===== config.mk =====
export PLATFORM = sky130hd
export DESIGN_NAME = lsc_layer_setting
export DESIGN_NICKNAME = d
export VERILOG_FILES = /design/src/lsc_rate_detect.v /design/src/lsc_layer_setting.v
export VERILOG_INCLUDE_DIRS = /design/src
export SDC_FILE = /design/constraint.sdc
export NUM_CORES = 1
export LEC_CHECK = 0
export BUFFER_PORTS_ARGS = -buffer_cell sky130_fd_sc_hd__buf_2
export CORE_MARGIN = 3
export CORE_UTILIZATION = 48
export CTS_CLUSTER_DIAMETER = 60
export DETAILED_ROUTE_END_ITERATION = 8
export HOLD_SLACK_MARGIN = 0.05
export MAX_ROUTING_LAYER = met4
export PLACE_DENSITY = 0.91
export SLEW_MARGIN = 5
export SYNTH_ARGS = -nofsm -noshare
export SYNTH_HDL_FRONTEND = slang
export SYNTH_SLANG_ARGS = --single-unit

===== constraint.sdc =====
create_clock -name CLK_SYS -period 2.4 [get_ports CLK_SYS]
set_input_delay 0 -clock CLK_SYS [delete_from_list [all_inputs] [get_ports CLK_SYS]]
set_output_delay 0 -clock CLK_SYS [all_outputs]
set_load 0.02 [all_outputs]

===== src/lsc_regs.vh =====
// Constants for the layer-setting configuration block
`ifndef LSC_REGS_VH
`define LSC_REGS_VH
// ============================================================
// Object dictionary
`define LSC_RATE_SET_INDEX 16'h2400
`define LSC_RATE_SET_RESET 8'hff
// ============================================================
// Frame identifiers
`define LSC_ID_MASTER 11'h7e5
`define LSC_ID_SLAVE 11'h7e4
// ============================================================
// Node identifier values
`define LSC_NODE_UNCONF 8'hff
`define LSC_NODE_MIN 8'h01
`define LSC_NODE_MAX 8'h7f
// ============================================================
// Rate indices
`define LSC_RATE_AUTO 8'hff
`define LSC_RATE_MAX_IDX 8'h04
`define LSC_RATE_MAX_IDX3 3'h4
// ============================================================
// Automatic detection: frames per candidate, total frame budget
`define LSC_TRIES_PER_RATE 2'h3
`define LSC_FRAME_BUDGET 5'h18
// ============================================================
// Command specifiers
`define LSC_CS_SWITCH_GLOBAL 8'h04
`define LSC_CS_CFG_NODE 8'h11
`define LSC_CS_CFG_RATE 8'h13
`define LSC_CS_STORE 8'h17
`define LSC_CS_SEL_VENDOR 8'h40
`define LSC_CS_SEL_PRODUCT 8'h41
`define LSC_CS_SEL_REVISION 8'h42
`define LSC_CS_SEL_SERIAL 8'h43
`define LSC_CS_SEL_ANSWER 8'h44
`define LSC_CS_ASK_VENDOR 8'h5a
`define LSC_CS_ASK_PRODUCT 8'h5b
`define LSC_CS_ASK_REVISION 8'h5c
`define LSC_CS_ASK_SERIAL 8'h5d
`define LSC_CS_ASK_NODE 8'h5e
// ============================================================
// Error codes in answers
`define LSC_ERR_NONE 8'h00
`define LSC_ERR_RANGE 8'h01
`endif


===== src/lsc_rate_detect.v =====
// Automatic bus rate detection by trial over the rate candidates
`timescale 1ns/100ps
`include "lsc_regs.vh"
module lsc_rate_detect
(
  // Clock and reset
  input wire clk,
  input wire rst_n,
  // Control
  input wire enable,
  // Frame results at the current trial rate
  input wire frame_ok,
  input wire frame_err,
  // Result
  output reg [2:0] trial_idx,
  output reg locked
);

  reg [1:0] tries;
  reg [4:0] frames;

  // ============================================================
  // Candidate stepping
  function [2:0] next_idx;
    input [2:0] idx;
    begin
      if (idx >= `LSC_RATE_MAX_IDX3)
        next_idx = 3'h0;
      else
        next_idx = idx + 3'h1;
    end
  endfunction

  // Lock on the first clean frame; a rate that fails three times is dropped
  always @(posedge clk)
  begin
    if (!rst_n || !enable)
    begin
      trial_idx <= 3'h0;
      locked <= 1'b0;
      tries <= 2'h0;
      frames <= 5'h00;
    end
    else if (!locked)
    begin
      if (frame_ok)
        locked <= 1'b1;
      else if (frame_err)
      begin
        // Budget spent without a match: start the sweep again
        if (frames == `LSC_FRAME_BUDGET - 5'h01)
        begin
          frames <= 5'h00;
          tries <= 2'h0;
          trial_idx <= 3'h0;
        end
        else
        begin
          frames <= frames + 5'h01;
          if (tries == `LSC_TRIES_PER_RATE - 2'h1)
          begin
            tries <= 2'h0;
            trial_idx <= next_idx(trial_idx);
          end
          else
            tries <= tries + 2'h1;
        end
      end
    end
  end

endmodule // lsc_rate_detect


===== src/lsc_layer_setting.v =====
// Layer-setting node logic: mode switching, node number, bit rate, storage
`timescale 1ns/100ps
`include "lsc_regs.vh"
module lsc_layer_setting
#(
  parameter [31:0] VENDOR_CODE = 32'h0000_0a5c, // Arbitrary value
  parameter [31:0] PRODUCT_CODE = 32'h0000_1234, // Arbitrary value
  parameter [31:0] REVISION_CODE = 32'h0001_0000, // Arbitrary value
  parameter [31:0] SERIAL_CODE = 32'h0000_0001 // Arbitrary value
)
(
  // Clock and reset
  input wire CLK_SYS,
  input wire RST_N,
  // Received frames from the CAN controller
  input wire RX_VALID,
  input wire [10:0] RX_ID,
  input wire [63:0] RX_DATA,
  input wire RX_FRAME_OK,
  input wire RX_FRAME_ERR,
  // Answer frames to the CAN controller
  output reg TX_VALID,
  output wire [10:0] TX_ID,
  output reg [63:0] TX_DATA,
  input wire TX_READY,
  // Non-volatile storage
  input wire [7:0] NV_NODE_ID,
  input wire [7:0] NV_RATE,
  output reg NV_WRITE,
  output reg [7:0] NV_WR_NODE_ID,
  output reg [7:0] NV_WR_RATE,
  // Object dictionary read port
  input wire OD_RD,
  input wire [15:0] OD_INDEX,
  output reg OD_ACK,
  output reg [7:0] OD_RDATA,
  // Node state
  output reg [7:0] NODE_ID,
  output reg CONFIG_MODE,
  output wire INIT_HOLD,
  output reg NMT_INIT_GO,
  output wire [2:0] BIT_RATE_SEL,
  output wire RATE_FOUND,
  output wire FRAME_ACCEPT
);

  // Selective addressing steps
  localparam [1:0] SEL_IDLE = 2'h0;
  localparam [1:0] SEL_VENDOR = 2'h1;
  localparam [1:0] SEL_PRODUCT = 2'h2;
  localparam [1:0] SEL_REVISION = 2'h3;

  reg [7:0] rate_setting;
  reg [1:0] sel_step;
  reg loaded;
  reg [7:0] pend_node;
  reg [7:0] pend_rate;
  reg [7:0] next_node;
  reg [7:0] next_rate;
  reg next_cfg;
  reg [1:0] next_sel;
  reg next_tx;
  reg [63:0] next_data;
  reg next_store;
  reg next_assigned;
  wire auto_sel;
  wire [2:0] trial_idx;
  wire locked;
  wire [7:0] cmd;
  wire [31:0] arg;
  wire take;

  // ============================================================
  // Helpers
  // Little-endian word in bytes 1 to 4
  function [31:0] frame_word;
    input [63:0] d;
    begin
      frame_word = d[39:8];
    end
  endfunction

  // Answer frame: command byte then a 32-bit word
  function [63:0] answer;
    input [7:0] cs;
    input [31:0] w;
    begin
      answer = {24'h000000, w, cs};
    end
  endfunction

  function node_valid;
    input [7:0] n;
    begin
      node_valid = (n >= `LSC_NODE_MIN) && (n <= `LSC_NODE_MAX);
    end
  endfunction

  // ============================================================
  // Rate selection
  assign auto_sel = (rate_setting == `LSC_RATE_AUTO);

  lsc_rate_detect u_detect
  (
    .clk(CLK_SYS),
    .rst_n(RST_N),
    .enable(auto_sel),
    .frame_ok(RX_FRAME_OK),
    .frame_err(RX_FRAME_ERR),
    .trial_idx(trial_idx),
    .locked(locked)
  );

  // Fixed index drives the controller directly, else the trial rate
  assign BIT_RATE_SEL = auto_sel ? trial_idx : rate_setting[2:0];
  assign RATE_FOUND = !auto_sel || locked;
  // Frames stay unprocessed until the rate is known, costing boot time
  assign FRAME_ACCEPT = RATE_FOUND && loaded;
  assign INIT_HOLD = (NODE_ID == `LSC_NODE_UNCONF);
  assign TX_ID = `LSC_ID_SLAVE;

  assign cmd = RX_DATA[7:0];
  assign arg = frame_word(RX_DATA);
  // A frame is dropped while an answer waits, so no answer is ever lost
  assign take = RX_VALID && FRAME_ACCEPT && (RX_ID == `LSC_ID_MASTER) && !TX_VALID;

  // ============================================================
  // Command decode
  always @*
  begin
    next_node = pend_node;
    next_rate = pend_rate;
    next_cfg = CONFIG_MODE;
    next_sel = sel_step;
    next_tx = 1'b0;
    next_data = 64'h0000000000000000;
    next_store = 1'b0;
    next_assigned = 1'b0;
    if (take)
    begin
      case (cmd)
        `LSC_CS_SWITCH_GLOBAL:
        begin
          next_cfg = RX_DATA[8];
          next_sel = SEL_IDLE;
          // Leaving configuration commits the settings
          if (CONFIG_MODE && !RX_DATA[8])
            next_store = 1'b1;
        end
        `LSC_CS_SEL_VENDOR:
          next_sel = (arg == VENDOR_CODE) ? SEL_VENDOR : SEL_IDLE;
        `LSC_CS_SEL_PRODUCT:
          next_sel = (sel_step == SEL_VENDOR && arg == PRODUCT_CODE) ?
            SEL_PRODUCT : SEL_IDLE;
        `LSC_CS_SEL_REVISION:
          // Any revision value passes, zero included
          next_sel = (sel_step == SEL_PRODUCT) ? SEL_REVISION : SEL_IDLE;
        `LSC_CS_SEL_SERIAL:
        begin
          next_sel = SEL_IDLE;
          if (sel_step == SEL_REVISION && arg == SERIAL_CODE)
          begin
            next_cfg = 1'b1;
            next_tx = 1'b1;
            next_data = answer(`LSC_CS_SEL_ANSWER, 32'h00000000);
          end
        end
        `LSC_CS_CFG_NODE:
          if (CONFIG_MODE)
          begin
            next_tx = 1'b1;
            if (node_valid(RX_DATA[15:8]))
            begin
              next_node = RX_DATA[15:8];
              next_data = answer(cmd, {24'h000000, `LSC_ERR_NONE});
            end
            else
              next_data = answer(cmd, {24'h000000, `LSC_ERR_RANGE});
          end
        `LSC_CS_CFG_RATE:
          if (CONFIG_MODE)
          begin
            next_tx = 1'b1;
            // Byte 1 selects the table, byte 2 the index
            if (RX_DATA[15:8] == 8'h00 &&
              (RX_DATA[23:16] <= `LSC_RATE_MAX_IDX || RX_DATA[23:16] == `LSC_RATE_AUTO))
            begin
              next_rate = RX_DATA[23:16];
              next_data = answer(cmd, {24'h000000, `LSC_ERR_NONE});
            end
            else
              next_data = answer(cmd, {24'h000000, `LSC_ERR_RANGE});
          end
        `LSC_CS_STORE:
          if (CONFIG_MODE)
          begin
            next_store = 1'b1;
            next_tx = 1'b1;
            next_data = answer(cmd, {24'h000000, `LSC_ERR_NONE});
          end
        `LSC_CS_ASK_VENDOR:
          if (CONFIG_MODE)
          begin
            next_tx = 1'b1;
            next_data = answer(cmd, VENDOR_CODE);
          end
        `LSC_CS_ASK_PRODUCT:
          if (CONFIG_MODE)
          begin
            next_tx = 1'b1;
            next_data = answer(cmd, PRODUCT_CODE);
          end
        `LSC_CS_ASK_REVISION:
          if (CONFIG_MODE)
          begin
            next_tx = 1'b1;
            next_data = answer(cmd, REVISION_CODE);
          end
        `LSC_CS_ASK_SERIAL:
          if (CONFIG_MODE)
          begin
            next_tx = 1'b1;
            next_data = answer(cmd, SERIAL_CODE);
          end
        `LSC_CS_ASK_NODE:
          if (CONFIG_MODE)
          begin
            next_tx = 1'b1;
            next_data = {48'h000000000000, NODE_ID, cmd};
          end
        default:
          next_tx = 1'b0;
      endcase
    end
    // An unconfigured node takes a valid number at once
    if (INIT_HOLD && node_valid(next_node) && next_node != pend_node)
      next_assigned = 1'b1;
  end

  // ============================================================
  // State registers
  // Stored values are caught on the first edge after reset release
  always @(posedge CLK_SYS)
  begin
    if (!RST_N)
    begin
      loaded <= 1'b0;
      NODE_ID <= `LSC_NODE_UNCONF;
      rate_setting <= `LSC_RATE_SET_RESET;
      pend_node <= `LSC_NODE_UNCONF;
      pend_rate <= `LSC_RATE_SET_RESET;
      CONFIG_MODE <= 1'b0;
      sel_step <= SEL_IDLE;
      NMT_INIT_GO <= 1'b0;
    end
    else if (!loaded)
    begin
      loaded <= 1'b1;
      // Garbage in storage counts as unconfigured
      NODE_ID <= node_valid(NV_NODE_ID) ? NV_NODE_ID : `LSC_NODE_UNCONF;
      pend_node <= node_valid(NV_NODE_ID) ? NV_NODE_ID : `LSC_NODE_UNCONF;
      rate_setting <= (NV_RATE <= `LSC_RATE_MAX_IDX) ? NV_RATE : `LSC_RATE_AUTO;
      pend_rate <= (NV_RATE <= `LSC_RATE_MAX_IDX) ? NV_RATE : `LSC_RATE_AUTO;
    end
    else
    begin
      pend_node <= next_node;
      pend_rate <= next_rate;
      CONFIG_MODE <= next_cfg;
      sel_step <= next_sel;
      NMT_INIT_GO <= next_assigned;
      if (next_assigned)
        NODE_ID <= next_node;
      // Rate changes only on commit, so the bus is not lost mid-dialogue
      if (next_store)
      begin
        NODE_ID <= next_node;
        rate_setting <= next_rate;
      end
    end
  end

  // ============================================================
  // Answer holding: stands until the controller takes it
  always @(posedge CLK_SYS)
  begin
    if (!RST_N)
    begin
      TX_VALID <= 1'b0;
      TX_DATA <= 64'h0000000000000000;
    end
    else if (next_tx)
    begin
      TX_VALID <= 1'b1;
      TX_DATA <= next_data;
    end
    else if (TX_READY)
      TX_VALID <= 1'b0;
  end

  // ============================================================
  // Storage write: one pulse per commit or first assignment
  always @(posedge CLK_SYS)
  begin
    if (!RST_N)
    begin
      NV_WRITE <= 1'b0;
      NV_WR_NODE_ID <= `LSC_NODE_UNCONF;
      NV_WR_RATE <= `LSC_RATE_SET_RESET;
    end
    else
    begin
      NV_WRITE <= next_store || next_assigned;
      if (next_store || next_assigned)
      begin
        NV_WR_NODE_ID <= next_node;
        NV_WR_RATE <= next_store ? next_rate : rate_setting;
      end
    end
  end

  // ============================================================
  // Read-only rate entry; other indices answer zero
  always @(posedge CLK_SYS)
  begin
    if (!RST_N)
    begin
      OD_ACK <= 1'b0;
      OD_RDATA <= 8'h00;
    end
    else
    begin
      OD_ACK <= OD_RD;
      if (OD_RD)
        OD_RDATA <= (OD_INDEX == `LSC_RATE_SET_INDEX) ? rate_setting : 8'h00;
    end
  end

endmodule // lsc_layer_setting


; Word-level counts from Yosys, hierarchy flattened
; Index checks and enable logic that the tools add are counted.
[word_totals]
output_inout_bits = 118
inputBits = 114
regBits = 139
[classes]
reduce_logical = 32
n_bitwise = 2
n_eq_ne = 29
order_cmp = 9
addsub = 3
n_mux = 57
[op_table]
columns = op, n
row1 = one-hot mux 25 bit (9 select lines), 1
row2 = 2-to-1 mux 8 bit, 19
row3 = "equality test 8 x 7 -> 1 bit, second input constant", 9
row4 = 2-to-1 mux 25 bit, 2
row5 = 2-to-1 mux 9 bit, 5
row6 = "equality test 32 x 1 -> 1 bit, second input constant", 1
row7 = "equality test 32 x 12 -> 1 bit, second input constant", 1
row8 = "equality test 32 x 13 -> 1 bit, second input constant", 1
row9 = "equality test 8 x 5 -> 1 bit, second input constant", 3
row10 = "equality test 8 bit, second input constant", 3
row11 = ">= comparator 8 x 1 -> 1 bit, second input constant", 3
row12 = "less-or-equal comparator 8 x 7 -> 1 bit, second input constant", 3
row13 = 2-to-1 mux 21 bit, 1
row14 = 2-to-1 mux 20 bit, 1
row15 = "equality test 16 x 14 -> 1 bit, second input constant", 1
row16 = "less-or-equal comparator 8 x 3 -> 1 bit, second input constant", 2
row17 = 2-to-1 mux 16 bit, 1
row18 = logical AND 1 bit, 13
row19 = 2-to-1 mux 1 bit, 13
row20 = 2-to-1 mux 3 bit, 4
row21 = "equality test 11 bit, second input constant", 1
row22 = "equality test 8 x 3 -> 1 bit, second input constant", 1
row23 = zero test 8 bit, 1
row24 = 2-to-1 mux 2 bit, 4
row25 = other kinds (23), 38

; Depth between registers and ports, before layout
; Gate-level depths: netlist of the first run.
[logic_depth]
word_depth = 16
mapped_depth = 9
depth_no_buf = 6

; Hierarchy
; Synthesis of the first run repeated with hierarchy kept, for this count alone.
[hier_totals]
cells_unflattened = 629
hier_area_um2 = 5313.8
[modules_own_cells]
columns = mod, area_per_inst_um2, seq_area_each_um2, n_inst, cells_each
row1 = lsc_layer_setting, 4808.4, 1681.6, 1, 572
row2 = lsc_rate_detect, 505.5, 220.2, 1, 57

; Worst setup path before layout of the first run
; No wires, ideal clock.
[synth_timing]
path_kind = register to register
start = reg NODE_ID[5]
end = reg NODE_ID[0]
setup_slack_ns = 0.288
path_buffers = 0
arrival_time_ns = 1.991
path_stages_with_launch = 7
required_ns = 2.279
setup_time_ns = 0.121
cell_sequence = dfxtp_1 nand4_1 or2_2 a31oi_1 a31oi_2 o21ai_4 mux2_2
[synth_via]
elab_chain_cells = 5
[synth_rtl]
columns = element, line
row1 = from (decl), lsc_layer_setting.v:38  ; output reg [7:0] NODE_ID,
row2 = from (signal assigned), lsc_layer_setting.v:248  ; NODE_ID <= `LSC_NODE_UNCONF;
row3 = from (signal assigned), lsc_layer_setting.v:260  ; NODE_ID <= node_valid(NV_NODE_ID) ? NV_NODE_ID : `LSC_NODE_UNCONF;
row4 = from (signal assigned), lsc_layer_setting.v:273  ; NODE_ID <= next_node;
row5 = equality test 8 bit (no source line), n/a
row6 = logical AND 1 bit (2 in a row), lsc_layer_setting.v:236  ; if (INIT_HOLD && node_valid(next_node) && next_node != pend_node)
row7 = 2-to-1 mux 1 bit, lsc_layer_setting.v:236
row8 = != test 3 x 1 -> 1 bit (no source line), n/a
; Every way passes these cells.
; A chain may end at the register's enable or synchronous reset.

; Final worst setup path of the first run
[layout_timing]
start = reg NODE_ID[7]
end = reg NODE_ID[0]
; The elaborated chain is that of the path after synthesis.

==> impl_metrics.toml, run 1 <==
[sta]
fmax_ghz = 0.447
hold_viol = 0
skew_ns = 0.0102
final.setup.tns_ns = 0
relSlewSlack_pct = 54.1
period_share_pct = 93.3
worst_pin_slew_ns = 0.683
drv_slew = 0
rsz0062_at_grt = "false"
setup_violations = 0
min_period_ns = 2.24

[synth]
synthFlopType = "dfxtp_1"
synth_compound_area_share_pct = 18.3
synth_edf_count = 0
synthArstFlopShare_pct = 0
synth-simple-area-share_pct = 25.1
yosysWarnings = 0
ys_seq_area_share_pct = 37.1
avgSynthCellArea_um2 = 8.39
synth_xor_area_share_pct = 1.19
ys_ff_latch = 95
synthAdderAreaFrac_pct = 0.731
synth_top_family_by_area = "simple AND/OR/NAND/NOR gates"
synth_cells = 612
synthesis.area_um2 = 5130
synthMuxAreaShare_pct = 5.34
synth_cell_type_count = 67

[floorplanning]
start_util_pct = 49.5
die_y_um = 109
core_area_um2 = 10400
fp.dieW_um = 109
io_pins = 232
row_count = 37
dieArea_um2 = 12000

[final_layout]
final_util_pct = 61.3
drive_above_1_share_pct = 27.4
most-common-layout-cells = "buf_2 (152), dfxtp_1 (95), conb_1 (55)"
fin_area_um2 = 6360
filler_cell_count = 931
area_growth_pct = 23.9
instances_no_fill = 934
antennaDiodeCount = 0
nets = 910
mostFrequentLayoutCell = "buf_2"

[flow_run]
maxCapViolations = 0

[setup_path]
crit_path_start_kind = "flop"
cp.arrival_ns = 2.51
r2r_end = "NODE_ID[0]"
critPathBufInv = 0
end_kind = "flop"
max_stage_delay_ns = 0.47
rrSetupSlack_ns = 0.16
worstPathRequired_ns = 2.67
r2r_start = "NODE_ID[7]"
criticalPathCategory = "flop to flop"
cp_slowest_cell = "dfxtp_1"
path_cells = "nand4_1 -> or2_2 -> a31oi_1 -> a31oi_2 -> o21ai_4 -> mux2_2"
worstPathMaxFanout = 8
worstRegToRegCells = 6
cp_top_family = "compound AO/OA/AOI/OAI gates"

[power_and_ir_drop]
power.total_mw = 3.22
leakage_nw = 2.74
irDropWorstVdd_uv = 307
powerDensity_nw_per_um2 = 507

[cts]
cts.sinks = 95
clock-root-buffer = "clkbuf_8"
clk_pin_slew_ns = 0.10
worstSkewPairLatency_ns = 0.37
cts_buffers = 9
clock_path_buffers = 2
cts_tree = "built"
cts_setup_buffers = 0
ctsResizeCount = 0
cts-htree-levels = 3

[grt]
grt_max_degree = 30
grt_pass1_wl_um = 22900
antenna_found_initial = 0
grt_usage_pct = 25.0
first_global_vias = 4760
grt_overflow_total = 0

[drt]
route.detailed.drc = 0
viasPerCell = 5.47
drt_wl_total_um = 15000
vias = 5112
initialDrtViolationCount = 428
dr.pass1.iters = 5
detail-route-antenna-nets = 0
wire_per_inst_um = 16.1

[placement]
io_buffer_count = 152
dpl-instance-area_um2 = 5870
place_inst = 889
gp_congestion = 0.911
dp_hpwl_um = 11000

[hold_path]
hp-start = "RX_DATA[9]"
holdPathEnd = "pend_node[1]"
hold_depth = 3
hold_path_class = "input pin to flop"

[run_status]
status = "complete, no violations"
[final cells by class]
type | count | area (µm²) | area share [%]
Clock buffer | 9 | 124 | 1.95
Clock inverter | 7 | 78.8 | 1.24
Inverter | 21 | 78.8 | 1.24
Multi-Input combinational cell | 466 | 2810 | 44.2
Sequential cell | 95 | 1900 | 29.9
Tap cell | 136 | 170 | 2.68
Timing Repair Buffer | 200 | 1190 | 18.8
[registers in the layout, indices dropped and copies added (netlist names), 2 cells and up]
register,count
sel_step,2
u_detect.trial_idx,3
pend_node,8
pend_rate,8
OD_RDATA,8
TX_DATA,20
NV_WR_RATE,8
rate_setting,8
u_detect.tries,2
NV_WR_NODE_ID,8
NODE_ID,8
u_detect.frames,5
[worst register-to-register path, delay by kind of cell, from the launching register on]
family	cells	cell delay [ns]
muxes	1	0.38
DFF	1	0.47
and+or+nand+nor	2	0.44
AOI/OAI and AO/OA	3	0.85
[synthesized netlist by cell type, types with 15 or more instances]
library cell   n  area share [%]
o21ai_0       36             3.5
mux2i_1       15             2.9
inv_1         20             1.5
nand3_1       25             2.4
clkbuf_1      17             1.2
nor2_1        46             3.4
dfxtp_1       95              37
a21oi_1       53             5.2
buf_4         57             8.3
nand2_1       38             2.8
nor2b_1       17             2.1
nor3_1        19             1.9
[through the flow]
step	worst slack, ns	hold slack (ns)
final	0.161	0.0658
after global routing	0.0392	0.0693
after CTS	0.201	0.0548
after detailed placement	0.217	0.252
after global placement	0.305	0.246
after floorplan	0.288	0.0277
[power by group]
group          leakage, nW  switching (mW)  internal (mW)  total (mW)
registers            0.772          0.0280           1.60        1.63
clock network       0.0982           0.605          0.494        1.10
logic                 1.87           0.310          0.181       0.492
total                 2.74           0.943           2.28        3.22
[per-layer routing]
layer | share of wire [%] | track usage, % | routed length, µm
met4 | 1.7 | 7.48 | 258
met2 | 49 | 42.2 | 7370
met5 | 0 | - | 0
met1 | 40 | 30.1 | 5970
met3 | 9.3 | 5.34 | 1400
[worst max path at each step]
stage                           from    endpoint  slack, ns  cells after the start
after floorplan           NODE_ID[5]  NODE_ID[0]       0.29                      6
after global placement    NODE_ID[1]  NODE_ID[2]       0.31                      6
after detailed placement  NODE_ID[7]  NODE_ID[0]       0.22                      6
after CTS                 NODE_ID[7]  NODE_ID[0]       0.20                      6
after global routing      NODE_ID[7]  NODE_ID[1]       0.04                      6
final                     NODE_ID[7]  NODE_ID[0]       0.16                      6
[what timing repair did]
item / 4_1_cts / 5_1_grt
endpoints found under the hold margin: 49 / 0
hold buffers: 29 / 0
setup endpoints to repair: 0 / 0
[logic make-up (layout without fill, tap and decap cells)]
family	after synthesis	in the layout
simple gates	229	229
compound gates	146	146
buf+inv	104	237
flops	95	95
mux	26	26
xor+xnor	7	7
fa+ha+maj	3	3
other cells	2	55
Note: power is estimated with default switching activity, not from simulation.
==> run 2: changes to the inputs <==
--- a/config.mk
+++ b/config.mk
@@ -7,13 +7,16 @@
 export NUM_CORES = 1
 export LEC_CHECK = 0
 export BUFFER_PORTS_ARGS = -buffer_cell sky130_fd_sc_hd__buf_2
+export CELL_PAD_IN_SITES_DETAIL_PLACEMENT = 0
+export CELL_PAD_IN_SITES_GLOBAL_PLACEMENT = 2
 export CORE_MARGIN = 3
-export CORE_UTILIZATION = 48
+export CORE_UTILIZATION = 26
 export CTS_CLUSTER_DIAMETER = 60
 export DETAILED_ROUTE_END_ITERATION = 8
 export HOLD_SLACK_MARGIN = 0.05
 export MAX_ROUTING_LAYER = met4
 export PLACE_DENSITY = 0.91
+export SKIP_LAST_GASP = 1
 export SLEW_MARGIN = 5
 export SYNTH_ARGS = -nofsm -noshare
 export SYNTH_HDL_FRONTEND = slang
==> run 2 against run 1 <==
Total power up 14%; clock skew down 0.0028 ns; wire length up 7.8%; sequential power about the same; clock power up 41%; first-iteration DRC count down 32%; setup slack better by 0.018 ns; critical path depth up 1; register-to-register slack better by 0.02 ns; worst hold slack about the same; utilization down 27 points; non-clock buffer count down 3; critical endpoint is now NODE_ID[5]; largest cell class unchanged; largest power group unchanged.
==> impl_metrics.toml, run 2 (synthesis gave the netlist of run 1 again) <==
[sta]
final.setup.tns_ns = 0
relSlewSlack_pct = 50.4
hold_viol = 0
min_period_ns = 2.22
rsz0062_at_grt = "false"
worst_pin_slew_ns = 0.738
setup_violations = 0
period_share_pct = 92.6
drv_slew = 0
skew_ns = 0.00735
fmax_ghz = 0.450

[final_layout]
drive_above_1_share_pct = 27.8
area_growth_pct = 28.6
top_register = "TX_DATA"
largest_register_ffs = 20
most-common-layout-cells = "buf_2 (152), dfxtp_1 (95), conb_1 (55)"
filler_cell_count = 2018
fin_area_um2 = 6600
nets = 907
final_util_pct = 34.7
mostFrequentLayoutCell = "buf_2"

[drt]
wl_met2_um = 7190
drt_wl_total_um = 16200
route.detailed.drc = 0
wl_met1_um = 7630
wire_per_inst_um = 15.3
wl_met3_um = 1160
viasPerCell = 4.66
detail-route-antenna-nets = 0
vias = 4922
initialDrtViolationCount = 292
dr.pass1.iters = 4
top_layer_used = "met4"

[placement]
gp_congestion = 0.869
io_buffer_count = 152
dp_hpwl_um = 12500
dpl-instance-area_um2 = 6040

[run_status]
status = "complete, no violations"

[grt]
grt_max_degree = 34
grt_usage_pct = 15.0
antenna_found_initial = 1
grt_overflow_total = 0
grt_pass1_wl_um = 25300
first_global_vias = 4685

[power_and_ir_drop]
leakage_nw = 2.79
irDropWorstVdd_uv = 421
power.total_mw = 3.67
powerDensity_nw_per_um2 = 556

[setup_path]
criticalPathCategory = "flop to flop"
r2r_start = "rate_setting[6]"
crit_path_start_kind = "flop"
r2r_end = "NODE_ID[5]"
setup.worst_path.end = "NODE_ID[5]"
worstPathRequired_ns = 2.63
worstSetupStartpoint = "rate_setting[6]"
worstRegToRegCells = 7
cp.arrival_ns = 2.45
worstPathMaxFanout = 11
end_kind = "flop"
rrSetupSlack_ns = 0.18

[cts]
clock_path_buffers = 2
clock-root-buffer = "clkbuf_16"
clk_pin_slew_ns = 0.07
cts-htree-levels = 3
cts_tree = "built"
cts.sinks = 95
cts_buffers = 9
worstSkewPairLatency_ns = 0.34

[flow_run]
maxCapViolations = 0

[hold_path]
hold_path_class = "input pin to flop"

[floorplanning]
die_y_um = 147
dieArea_um2 = 21500
fp.dieW_um = 147
core_area_um2 = 19000
start_util_pct = 27.0
row_count = 50
io_pins = 232
==> run 2: changes by cell type in the layout (fill, tap and decap cells not counted), moves of 2 or more <==
cell	before	now
clkbuf_8	9	0
clkinvlp_4	2	0
clkinv_4	0	2
dlygate4sd3_1	29	24
clkbuf_16	0	9
buf_4	19	21
diode_2	0	2
==> run 2: through the flow <==
stage               setup WS, ns  instances  hold WS, ns
floorplan                  0.288        665       0.0277
global placement           0.250       1015        0.229
detailed placement         0.226       1015        0.249
CTS                        0.207       1055       0.0527
global route             0.00564       1056       0.0773
finish                     0.179       1057       0.0655
==> run 2: per-layer routing <==
layer / global-route usage, % / vias to the layer above
met5: - / -
met4: 3.20 / 0
met3: 4.10 / 13
met2: 22.6 / 187
met1: 20.3 / 2275
li1: - / 2447
==> run 2: worst min-delay path by stage <==
| stage | cells after the start | slack (ns) | end | start |
|---|---|---|---|---|
| finish | 3 | 0.07 | pend_rate[4] | RX_DATA[20] |
| global route | 3 | 0.08 | pend_rate[0] | RX_DATA[16] |
| CTS | 3 | 0.05 | pend_rate[4] | RX_DATA[20] |
| detailed placement | 3 | 0.25 | u_detect.locked | RX_FRAME_OK |
| global placement | 3 | 0.23 | u_detect.locked | RX_FRAME_OK |
| floorplan | 0 | 0.03 | loaded | RST_N |
==> run 2: final cells by class <==
| cell class | instances | area, µm² | share of cell area [%] |
|---|---|---|---|
| sequential | 95 | 1900 | 28.8 |
| clock buffer | 9 | 225 | 3.41 |
| tap | 260 | 325 | 4.93 |
| clock inverter | 7 | 96.3 | 1.46 |
| antenna | 2 | 5.00 | 0.0758 |
| multi-input combinational | 466 | 2810 | 42.6 |
| timing repair buffer | 197 | 1160 | 17.5 |
| inverter | 21 | 78.8 | 1.19 |
==> run 2: power breakdown <==
part | leakage (nW) | total (mW) | internal, mW | switching [mW]
clock network | 0.160 | 1.55 | 0.917 | 0.628
registers | 0.772 | 1.63 | 1.60 | 0.0247
logic | 1.86 | 0.495 | 0.179 | 0.316
total | 2.79 | 3.67 | 2.70 | 0.969
==> run 2: what timing repair did <==
item,4_1_cts,5_1_grt
resized for setup,0,0
hold buffers,24,0
setup buffers,0,0
endpoints found under the hold margin,39,0
==> run 2: worst max-delay path, cell delays in order, from the launching register on <==
cell	delay [ns]
dfxtp_1	0.41
nand4_1	0.23
o31ai_2	0.51
nor4_2	0.11
buf_4	0.20
a21o_1	0.18
o22a_1	0.21
mux2_2	0.26
